===== config.mk =====
export PLATFORM = sky130hd
export DESIGN_NAME = pmrs_sequencer
export DESIGN_NICKNAME = d
export VERILOG_FILES = /design/src/core/pmrs_pkg.sv /design/src/core/pmrs_sequencer.sv
export VERILOG_INCLUDE_DIRS = /design/src /design/src/core
export SDC_FILE = /design/constraint.sdc
export NUM_CORES = 1
export LEC_CHECK = 0
export BUFFER_PORTS_ARGS = -buffer_cell sky130_fd_sc_hd__buf_2
export CORE_MARGIN = 2
export CORE_UTILIZATION = 53
export DETAILED_ROUTE_END_ITERATION = 16
export GPL_ROUTABILITY_DRIVEN = 0
export HOLD_SLACK_MARGIN = 0.08
export PLACE_DENSITY = 0.81
export SLEW_MARGIN = 25
export SYNTH_ARGS = -nofsm -noshare
export SYNTH_HDL_FRONTEND = slang
export SYNTH_SLANG_ARGS = --single-unit

===== constraint.sdc =====
create_clock -name clock -period 2.94 [get_ports clock]
set_input_delay 0.294 -clock clock [delete_from_list [all_inputs] [get_ports clock]]
set_output_delay 0.294 -clock clock [all_outputs]
set_load 0.05 [all_outputs]

===== src/core/pmrs_map.svh =====
// constants for the power-mode and reset sequencer
`ifndef PMRS_MAP_SVH
`define PMRS_MAP_SVH
`define PMRS_CLK_HZ         20000000
`define PMRS_IRC_HZ         4000000
`define PMRS_IRC_WAKE_CYC   4
`define PMRS_OSC_WAKE_CYC   4096
`define PMRS_IRC_START_US   60
`define PMRS_FLASH_START_US 100
`define PMRS_RST_HOLD_CYC   16
`define PMRS_BOOT_VECTOR    32'h0000_0000
`define PMRS_LVL_NONE       2'h0
`define PMRS_LVL_ONE        2'h1
`define PMRS_LVL_TWO        2'h2
`define PMRS_LVL_THREE      2'h3
`endif


===== src/core/pmrs_pkg.sv =====
// types for the power-mode and reset sequencer
package pmrs_pkg;
   typedef enum logic [1:0] {
      PMRS_REQ_IDLE  = 2'h0,
      PMRS_REQ_SLEEP = 2'h1,
      PMRS_REQ_PDOWN = 2'h2,
      PMRS_REQ_DEEP  = 2'h3
   } pmrs_req_t;
   typedef enum logic [5:0] {
      PMRS_ST_RESET = 6'h01,
      PMRS_ST_RUN   = 6'h02,
      PMRS_ST_IDLE  = 6'h04,
      PMRS_ST_SLEEP = 6'h08,
      PMRS_ST_PDOWN = 6'h10,
      PMRS_ST_WAKE  = 6'h20
   } pmrs_state_t;
   typedef struct packed {
      logic ext_reset;
      logic watchdog;
      logic power_on;
      logic brownout_low;
   } pmrs_rst_src_t;
   typedef struct packed {
      logic jtag_enable;
      logic loader_enable;
      logic loader_sector0;
      logic loader_partial;
      logic loader_force_enable;
      logic app_flash_calls;
   } pmrs_access_t;
endpackage


===== src/core/pmrs_sequencer.sv =====
// power-mode and reset sequencer
`timescale 1ns/1ps
`include "pmrs_map.svh"
// Summary of operation
// - sleep stops oscillator, gates clocks, keeps state
// - sleep blocks rc output, rc stays powered
// - rtc oscillator keeps running during sleep
// - sleep entry powers off and bypasses pll
// - sleep entry clears core and usb dividers
// - leave sleep only on reset or clockless irq
// - flash stays powered throughout sleep
// - rc wake from sleep resumes after 4 cycles
// - oscillator wake from sleep waits 4096 cycles
// - power-down also stops rc oscillator and flash
// - power-down rc wake waits 60 us rc start-up
// - then 4 rc cycles before sram execution
// - flash timer permits flash after 100 us
// - deep power-down exits through full chip reset
// - deep power-down wakes on rtc alarm or reset
// - four reset sources merge into chip reset
// - reset held until pin, oscillator, count, flash ready
// - after reset fetch begins at address zero
// - first brownout raises irq and status bit
// - second brownout holds reset until power-on
// - levels one, two block jtag, limit loader
// - level three blocks jtag and all loader access
module pmrs_sequencer #(
   parameter int WAKE_OSC_CYC = `PMRS_OSC_WAKE_CYC,
   parameter int RST_HOLD_CYC = `PMRS_RST_HOLD_CYC
) (
   input  wire logic                  clock,
   input  wire logic                  rst,
   input  wire pmrs_pkg::pmrs_rst_src_t rst_src,
   input  wire logic                  osc_running,
   input  wire logic                  flash_init_done,
   input  wire logic                  brownout_warn,
   input  wire pmrs_pkg::pmrs_req_t   power_req,
   input  wire logic                  wait_for_irq,
   input  wire logic                  clockless_irq,
   input  wire logic                  any_irq,
   input  wire logic                  rtc_alarm,
   input  wire logic                  clk_src_main_osc,
   input  wire logic [1:0]            protect_level,
   output logic                       chip_reset,
   output logic [31:0]                fetch_addr,
   output logic                       core_clk_enable,
   output logic                       periph_clk_enable,
   output logic                       internal_rc_oscillator_power,
   output logic                       internal_rc_oscillator_out_en,
   output logic                       main_osc_enable,
   output logic                       rtc_osc_enable,
   output logic                       pll_power,
   output logic                       pll_connect,
   output logic                       divider_clear,
   output logic                       flash_power,
   output logic                       flash_access_ok,
   output logic                       regulator_enable,
   output logic                       brownout_detector_irq,
   output logic                       brownout_detector_status,
   output pmrs_pkg::pmrs_access_t     access
);
   localparam int IRC_DIV      = `PMRS_CLK_HZ / `PMRS_IRC_HZ;
   localparam int IRC_WAKE_CLK = `PMRS_IRC_WAKE_CYC * IRC_DIV;
   localparam int RC_START_CLK = (`PMRS_IRC_START_US * (`PMRS_CLK_HZ / 1000000));
   localparam int FLASH_CLK    = (`PMRS_FLASH_START_US * (`PMRS_CLK_HZ / 1000000));

   // counters are sixteen bits wide, so larger counts cannot be served
   if (WAKE_OSC_CYC < 1 || WAKE_OSC_CYC > 65535 || RST_HOLD_CYC < 1
       || RST_HOLD_CYC > 65535) begin : g_bad_counts
      $error("pmrs_sequencer: counts out of range");
   end

   pmrs_pkg::pmrs_state_t state_q, state_d;
   logic [15:0] cnt_q, cnt_d;
   logic [15:0] fcnt_q, fcnt_d;
   logic        pdown_q, pdown_d;
   logic        flash_ok_q, flash_ok_d;
   logic        deep_q, deep_d;
   logic        bo_q, bo_d;
   logic        src_any;

   // the synchronous reset or any of the four reset sources restarts the chip
   assign src_any = rst | rst_src.ext_reset | rst_src.watchdog | rst_src.power_on
                    | rst_src.brownout_low;

   function automatic logic [15:0] c16(input int v);
      c16 = 16'(v);
   endfunction

   always_comb begin
      state_d    = state_q;
      cnt_d      = cnt_q;
      fcnt_d     = fcnt_q;
      pdown_d    = pdown_q;
      flash_ok_d = flash_ok_q;
      deep_d     = deep_q;
      bo_d       = brownout_warn;
      // flash timer runs beside the resume count, even after run resumes
      if (fcnt_q != 16'h0000) begin
         fcnt_d = fcnt_q - 16'h0001;
         if (fcnt_q == 16'h0001) begin
            flash_ok_d = 1'b1;
         end
      end
      if (src_any) begin
         state_d    = pmrs_pkg::PMRS_ST_RESET;
         cnt_d      = c16(RST_HOLD_CYC);
         fcnt_d     = 16'h0000;
         pdown_d    = 1'b0;
         flash_ok_d = 1'b0;
         deep_d     = 1'b0;
      end else begin
         case (state_q)
            pmrs_pkg::PMRS_ST_RESET: begin
               // all four release conditions at once; flash counts as ready at init
               if (cnt_q != 16'h0000) begin
                  cnt_d = cnt_q - 16'h0001;
               end else if (osc_running && flash_init_done) begin
                  state_d    = pmrs_pkg::PMRS_ST_RUN;
                  flash_ok_d = 1'b1;
               end
            end
            pmrs_pkg::PMRS_ST_RUN: begin
               if (wait_for_irq) begin
                  case (power_req)
                     pmrs_pkg::PMRS_REQ_IDLE:  state_d = pmrs_pkg::PMRS_ST_IDLE;
                     pmrs_pkg::PMRS_REQ_SLEEP: state_d = pmrs_pkg::PMRS_ST_SLEEP;
                     pmrs_pkg::PMRS_REQ_PDOWN: begin
                        state_d    = pmrs_pkg::PMRS_ST_PDOWN;
                        flash_ok_d = 1'b0;
                     end
                     pmrs_pkg::PMRS_REQ_DEEP: begin
                        state_d    = pmrs_pkg::PMRS_ST_PDOWN;
                        flash_ok_d = 1'b0;
                        deep_d     = 1'b1;
                     end
                     default: state_d = pmrs_pkg::PMRS_ST_IDLE;
                  endcase
                  pdown_d = (power_req == pmrs_pkg::PMRS_REQ_PDOWN)
                            || (power_req == pmrs_pkg::PMRS_REQ_DEEP);
               end
            end
            pmrs_pkg::PMRS_ST_IDLE: begin
               if (any_irq) begin
                  state_d = pmrs_pkg::PMRS_ST_RUN;
               end
            end
            pmrs_pkg::PMRS_ST_SLEEP, pmrs_pkg::PMRS_ST_PDOWN: begin
               // deep state has no logic left awake except the rtc alarm path and the reset sources
               if (deep_q) begin
                  if (rtc_alarm) begin
                     state_d = pmrs_pkg::PMRS_ST_RESET;
                     cnt_d   = c16(RST_HOLD_CYC);
                     deep_d  = 1'b0;
                  end
               end else if (clockless_irq) begin
                  state_d = pmrs_pkg::PMRS_ST_WAKE;
                  if (clk_src_main_osc) begin
                     cnt_d = c16(WAKE_OSC_CYC);
                  end else if (pdown_q) begin
                     cnt_d  = c16(RC_START_CLK + IRC_WAKE_CLK);
                     fcnt_d = c16(RC_START_CLK + FLASH_CLK);
                  end else begin
                     cnt_d = c16(IRC_WAKE_CLK);
                  end
               end
            end
            pmrs_pkg::PMRS_ST_WAKE: begin
               if (cnt_q > 16'h0001) begin
                  cnt_d = cnt_q - 16'h0001;
               end else begin
                  state_d = pmrs_pkg::PMRS_ST_RUN;
                  cnt_d   = 16'h0000;
                  if (clk_src_main_osc && pdown_q) begin
                     flash_ok_d = 1'b1;
                  end
                  pdown_d = 1'b0;
               end
            end
            default: state_d = pmrs_pkg::PMRS_ST_RESET;
         endcase
      end
   end

   // registers only; the next values are all formed above
   always_ff @(posedge clock) begin
      state_q    <= state_d;
      cnt_q      <= cnt_d;
      fcnt_q     <= fcnt_d;
      pdown_q    <= pdown_d;
      flash_ok_q <= flash_ok_d;
      deep_q     <= deep_d;
      bo_q       <= bo_d;
   end

   logic asleep;
   assign asleep = (state_q == pmrs_pkg::PMRS_ST_SLEEP) || (state_q == pmrs_pkg::PMRS_ST_PDOWN);

   // clocks and supplies; the sequencer registers keep running on clock while asleep
   always_comb begin
      chip_reset                    = (state_q == pmrs_pkg::PMRS_ST_RESET);
      fetch_addr                    = `PMRS_BOOT_VECTOR;
      core_clk_enable               = (state_q == pmrs_pkg::PMRS_ST_RUN);
      periph_clk_enable             = !asleep && !chip_reset
                                      && (state_q != pmrs_pkg::PMRS_ST_WAKE);
      internal_rc_oscillator_power  = !(asleep && pdown_q);
      internal_rc_oscillator_out_en = !asleep;
      main_osc_enable               = !asleep;
      rtc_osc_enable                = 1'b1;
      pll_power                     = !asleep && !chip_reset;
      pll_connect                   = 1'b0;
      divider_clear                 = asleep || chip_reset;
      flash_power                   = !(asleep && pdown_q) && !deep_q;
      flash_access_ok               = flash_ok_q;
      regulator_enable              = !deep_q;
      brownout_detector_irq         = bo_q;
      brownout_detector_status      = bo_q;
      access.app_flash_calls        = 1'b1;
      access.jtag_enable            = (protect_level == `PMRS_LVL_NONE);
      access.loader_enable          = (protect_level != `PMRS_LVL_THREE);
      access.loader_sector0         = (protect_level == `PMRS_LVL_NONE);
      access.loader_partial         = (protect_level != `PMRS_LVL_TWO)
                                      && (protect_level != `PMRS_LVL_THREE);
      access.loader_force_enable    = (protect_level != `PMRS_LVL_THREE);
   end

   // checks on the one clock; the synchronous reset masks them
   property p_rst_hold;
      @(posedge clock) disable iff (rst)
      $rose(chip_reset) |-> chip_reset [*8];
   endproperty
   a_rst_hold: assert property (p_rst_hold)
      else $error("reset released too early");

   property p_src;
      @(posedge clock) disable iff (rst)
      rst_src.watchdog |=> chip_reset;
   endproperty
   a_src: assert property (p_src)
      else $error("watchdog did not reset");

   property p_sleep_gate;
      @(posedge clock) disable iff (rst)
      asleep |-> !core_clk_enable && !pll_power && divider_clear && rtc_osc_enable;
   endproperty
   a_sleep_gate: assert property (p_sleep_gate)
      else $error("sleep left a clock running");

   // four rc cycles are twenty system clocks at the nominal rc rate
   property p_irc_wake;
      @(posedge clock) disable iff (rst || src_any)
      (state_q == pmrs_pkg::PMRS_ST_SLEEP && !pdown_q && !deep_q && clockless_irq
       && !clk_src_main_osc)
      |=> !core_clk_enable [*8] ##1 !core_clk_enable [*8] ##1 !core_clk_enable [*4]
      ##1 core_clk_enable;
   endproperty
   a_irc_wake: assert property (p_irc_wake)
      else $error("rc wake timing wrong");

   property p_sleep_flash;
      @(posedge clock) disable iff (rst)
      (state_q == pmrs_pkg::PMRS_ST_SLEEP && !pdown_q) |-> flash_power;
   endproperty
   a_sleep_flash: assert property (p_sleep_flash)
      else $error("flash lost power in sleep");

   property p_pd_flash;
      @(posedge clock) disable iff (rst)
      (state_q == pmrs_pkg::PMRS_ST_PDOWN) |-> !flash_power && !internal_rc_oscillator_power;
   endproperty
   a_pd_flash: assert property (p_pd_flash)
      else $error("power-down left rc or flash on");

   property p_bo;
      @(posedge clock) disable iff (rst)
      brownout_warn |=> brownout_detector_irq && brownout_detector_status;
   endproperty
   a_bo: assert property (p_bo)
      else $error("brownout warning missed");

   property p_read_protect_level_three;
      @(posedge clock) disable iff (rst)
      protect_level == `PMRS_LVL_THREE |-> !access.jtag_enable && !access.loader_enable
         && !access.loader_force_enable && access.app_flash_calls;
   endproperty
   a_read_protect_level_three: assert property (p_read_protect_level_three)
      else $error("level three access leak");

   // deep state keeps nothing, so the alarm must take the full reset path
   property p_deep_wake;
      @(posedge clock) disable iff (rst)
      (deep_q && rtc_alarm) |=> chip_reset;
   endproperty
   a_deep_wake: assert property (p_deep_wake)
      else $error("rtc alarm did not restart the chip");

   c_sleep: cover property (@(posedge clock) state_q == pmrs_pkg::PMRS_ST_SLEEP);
   c_pdown_wake: cover property (@(posedge clock) $rose(flash_access_ok) && !chip_reset);
   c_deep: cover property (@(posedge clock) deep_q && rtc_alarm);
   c_idle_wake: cover property (@(posedge clock) state_q == pmrs_pkg::PMRS_ST_IDLE && any_irq);
endmodule // pmrs_sequencer


---- After elaboration in Yosys (flattened, before gate mapping) ----
Cells that the tools add are included.
W data, S select, Z words.
operators by class
  $add $sub $neg .......................... 2
  order comparisons ....................... 1
  equal/unequal tests ..................... 22
  multiplexer cells ....................... 41
  bitwise logic cells ..................... 4
  reduce and logical (&&, ||, !) cells .... 27
operators by type and width
  operator                 number
  $mux W16                 11
  $mux W6                  8
  $pmux W16 S3             1
  $reduce_bool A16 Y1      2
  $sub A16 B1 Y16 const B  2
  $pmux W6 S5              1
  $pmux W6 S3              1
  $eq A16 B1 Y1 const B    1
  $gt A16 B1 Y1 const B    1
  $mux W1                  14
  $mux W13                 1
  $ne A2 B2 Y1 const B     6
  $mux W11                 1
  $logic_and A1 B1 Y1      7
  $reduce_and A7 Y1        1
  $eq A6 B1 Y1 const B     1
  $eq A6 B2 Y1 const B     1
  $eq A6 B3 Y1 const B     1
  $eq A6 B4 Y1 const B     1
  $eq A6 B5 Y1 const B     1
  $eq A6 B6 Y1 const B     1
  $ne A2 B1 Y1 const B     3
  $ne A3 B3 Y1 const B     2
  $ne A6 B6 Y1 const B     1
  other kinds (13)         27
storage, ports and cells
  flip-flop bits (word level) ............. 42
  bits of input ports ..................... 18
  output and inout port bits .............. 53
  logic and storage cells ................. 104

---- Depth between registers and ports, before layout ----
  depth after elaboration ................. 7
  mapped depth ............................ 9

---- Least setup slack after synthesis ----
Ideal clock, no wire load.
  kind .................................... reg-to-output
  from .................................... reg state_q[0]
  to ...................................... out pll_power
  data arrival time ....................... 2.236 ns
  required time ........................... 2.646 ns
  path slack .............................. 0.410 ns
  stages on the path, launching flop included .. 7
  buffers on the path ..................... 1
  cell sequence ........................... dfxtp_1 buf_2 nor3_1 nor3b_2 inv_1 nand2_1 inv_1
on the way
  cells in the longest elaborated chain, start to end .. 4
  elaborated cells between the ends (all ways) .. 7
  classes of those cells .................. 3 x eq/ne; 4 x reduce/logical
RTL lines
  element                                       RTL line               source
  from (decl)                                   pmrs_sequencer.sv:73   pmrs_pkg::pmrs_state_t state_q, state_d;
  from (signal assigned)                        pmrs_sequencer.sv:187  state_q <= state_d;
  $eq A6 B4 Y1 or $eq A6 B5 Y1 (tied branches)  pmrs_sequencer.sv:197  assign asleep = (state_q == pmrs_pkg::PMRS_ST_SLEEP) || (state_q == pmrs_pkg::PMRS_ST_PDOWN);
  $logic_or A1 B1 Y1 (*)                        pmrs_sequencer.sv:197
  $logic_not A1 Y1 (*)                          --
  named net internal_rc_oscillator_out_en       pmrs_sequencer.sv:49   output logic internal_rc_oscillator_out_en,
  $logic_and A1 B1 Y1 (*)                       pmrs_sequencer.sv:210  pll_power = !asleep && !chip_reset;
  to (decl)                                     pmrs_sequencer.sv:52   output logic pll_power,
Mark *: on every way through the listed nets, which the timed path passes. The rest lies on a longest branch.

---- Final worst setup path ----
  from .................................... reg state_q[3]
  to ...................................... reg cnt_q[4]
on the way
  cells in the longest elaborated chain, start to end .. 4
  elaborated cells between the ends (all ways) .. 11
  classes of those cells .................. 7 x eq/ne; 1 x mux; 3 x reduce/logical
RTL lines
  element                                                       RTL line               source
  $eq A6 B4 Y1 or $eq A6 B5 Y1 (tied branches)                  pmrs_sequencer.sv:113  case (state_q)
  $reduce_or A2 Y1                                              pmrs_sequencer.sv:113
  $ne A3 B3 Y1 (no line) or $reduce_bool A3 Y1 (tied branches)  --
  $reduce_and A4 Y1 (no line)                                   --
  to (signal assigned)                                          pmrs_sequencer.sv:188  cnt_q <= cnt_d;
  to (decl)                                                     pmrs_sequencer.sv:74   logic [15:0] cnt_q, cnt_d;
Several ways; a longest one is shown, not always the timed one.
A chain may end at the register's enable or synchronous reset.

==> run metrics <==
status finished clean; Critical path origin state_q[3]$_SDFFE_PP0P_; type of the setup path with the least slack reg2reg; count of hold-fix buffers inserted at cts 0; Post-Syn Area 0.00268 mm2; depth of the most critical reg-to-reg path 6; Worst-Skew Late Latency 290 ps; Crit path required time 3120 ps; Int Power 0.783 mW; maximum capacitance violations 0; Detailed Routing Iterations Pass 1 5; WL per Instance 12.9 um; die width 75.1 um; remaining design rule violation count 0; area taken by flip-flops and latches 841 um2; CP max-delay cell a2111o_1; Leakage Power 1.14 nW; clock transition at the register clock pins on the worst setup and hold paths after CTS 80 ps; CTS tree yes; number of buffers and inverters on the critical path 0; worst hold path endpoint brownout_detector_irq$_DFF_P_; number of endpoints failing setup at the final stage 0; Vias per Instance 5.45; portion of the post-synthesis area used by sequential elements 31.4%; starting density of the core 55.9%; number of global-route vias before repair 2,019; combinational cell fraction of total power 14.7%; hold path start brownout_warn; power share of the clock group 34.3%; switching power total 0.339 mW; fraction of final layout cells with drive strength greater than 1 15.0%; global-route usage over all layers 20.0%; final critical-path share of the clock period 84.1%; number of max-slew violations in the final report 0; number of resized instances in the post-cts repair step 0; post-CTS setup-driven buffer insertion count 0; syn_area_per_cell 7.92 um2; Distinct cells, synth 49; critical path peak fanout 11; residual antenna-violating net count after detailed routing 0; crit path cell chain nor4b_1, a211oi_1, a2111o_1, nor2_1, o21ai_0, a221o_1; DPL Wire Length 4.38 mm; post-synthesis register bit count 42; clock net sink count 42; largest clock skew in the final design 5.19 ps; Final Hold Vio Count 0; initial drt markers 152; Post-synth EDFFs 0; Core ar. 0.00479 mm2; largest net degree at the start of global routing 16; setup repair after global routing missed its margin false; buffer cell driving the clock tree root clkbuf_8; endpoint of the worst-slack reg-to-reg timing path cnt_q[4]$_SDFFE_PP1P_; row count 25; delay of the slowest critical-path stage 540 ps; launch instance of the worst register-to-register path state_q[3]$_SDFFE_PP0P_; input/output buffers 35; Warnings, synthesis 0; wire length of the first global-routing pass 8.87 mm; CTS H-tree depth 2; cell area power density 397 mW/mm2; filler cell count in the final layout 435; switching share of power 30.2%; type of the most critical hold path in2reg; slack of the worst reg-to-reg path 470 ps; CTS buffer count 5; CP delay by family, top compound AO/OA/AOI/OAI gates; Layout Area Growth over Synthesis 5.56%; GRT Residual Overflow 0; Die ar. 0.00564 mm2; number of instances in the synthesized netlist 338; final setup slack of the worst path 468 ps; achievable frequency 404 MHz; DIE HEIGHT 75.1 um; number of buffers on the longest clock path 2; Nets 389; arrival time at the worst endpoint 2650 ps; io pins 71; Post-Place Worst Slack 470 ps; number of antenna violations at the first check in global routing 0; fin crit period 2470 ps; top library cells by usage in the layout, fill and taps aside nor2_1 (46), dfxtp_1 (42), conb_1 (35), buf_2 (35), nor3_1 (25); Setup Total Neg Slack 0 ps; CP startpoint kind flip-flop; Post-synth ARST share 0%; Hold Crit Depth 1; fraction of power consumed by sequential logic 51.0%; VDD IR max 0.000312 V; n_diodes 0; vias 2,359; total wirelength of the detailed-routed design 5.60 mm; Synth Flop Type dfxtp_1; footprint of the multi-input gates 0.00156 mm2; most common cell after layout, fill and taps aside nor2_1; endpoint type of the worst setup path flip-flop
-- power groups by stage --
stage | clock network, mW | registers (mW) | logic [mW]
finish | 0.385 | 0.572 | 0.165
CTS | 0.392 | 0.572 | 0.164
detailed placement | 0 | 0.586 | 0.164
global route | 0.414 | 0.573 | 0.174
global placement | 0 | 0.586 | 0.163
floorplan | 0 | 0.588 | 0.176
-- cells in the mapped netlist (3+ instances only) --
cell type  count  area, um2
a211oi_1       3       22.5
nand2_1       14       52.6
nand3_1        5       25.0
or2_2          3       18.8
xor2_1         6       52.6
buf_4         39        293
o21ai_0       17       85.1
nor4b_1        5       43.8
clkbuf_1       5       18.8
nand2b_1       3       18.8
or3_1          8       50.1
buf_2          8       40.0
nor3_1        25        125
or4_1          8       60.1
nor2_1        46        173
inv_1         11       41.3
ha_1           6       75.1
mux2i_1        3       30.0
dfxtp_1       42        841
xnor2_1       18        158
nor4_1        12       75.1
a21oi_1       16       80.1
-- cells by family after synthesis --
kind of cell | after synthesis | synth area share, %
and+or+nand+nor | 145 | 29.6
buffers and inverters | 64 | 15.1
AOI/OAI and AO/OA | 52 | 11.9
DFF | 42 | 31.4
xor gates and xnor gates | 24 | 7.85
adders and majority gates | 6 | 2.80
muxes | 3 | 1.12
other | 2 | 0.280
-- registers in the layout, indices dropped and copies added, names as in the netlist --
register               count
state_q                    6
flash_access_ok            1
cnt_q                     16
fcnt_q                    16
brownout_detector_irq      1
deep_q                     1
pdown_q                    1
-- cell type report --
class	count	share of cell area [%]
Tap cell	67	2.97
Timing Repair Buffer	40	7.53
Multi-Input combinational cell	265	55.1
Sequential cell	42	29.7
Inverter	11	1.46
Clock inverter	1	0.177
Clock buffer	7	3.05
-- worst max path at each step --
| stage | endpoint | depth (start not counted) |
|---|---|---|
| floorplan | pll_power | 6 |
| global placement | cnt_q[1]$_SDFFE_PP0P_ | 6 |
| detailed placement | cnt_q[14]$_SDFFE_PP0P_ | 6 |
| CTS | cnt_q[1]$_SDFFE_PP0P_ | 6 |
| global route | cnt_q[4]$_SDFFE_PP1P_ | 6 |
| finish | cnt_q[4]$_SDFFE_PP1P_ | 6 |
-- through the flow --
| step | total power, mW | utilization (%) | std cells | hold WS [ps] | instance area, um2 |
|---|---|---|---|---|---|
| after global routing | 1.16 | 59.1 | 433 | 88.7 | 2830 |
| after floorplan | 0.764 | - | 371 | 322 | 2800 |
| final | 1.12 | 59.1 | 433 | 97.2 | 2830 |
| after CTS | 1.13 | 59.1 | 433 | 90.9 | 2830 |
| after detailed placement | 0.749 | 57.2 | 425 | 398 | 2740 |
| after global placement | 0.749 | 57.2 | 425 | 397 | 2740 |
-- per-layer routing --
metal  part of all wire (%)  track usage [%]  vias up
li1                       -                -     1167
met1                     45             26.7     1100
met2                     47             32.4       88
met3                    7.1             4.95        4
met4                   0.52             5.56        0
met5                      0                0        -
Note: power is estimated with default switching activity, not from simulation.
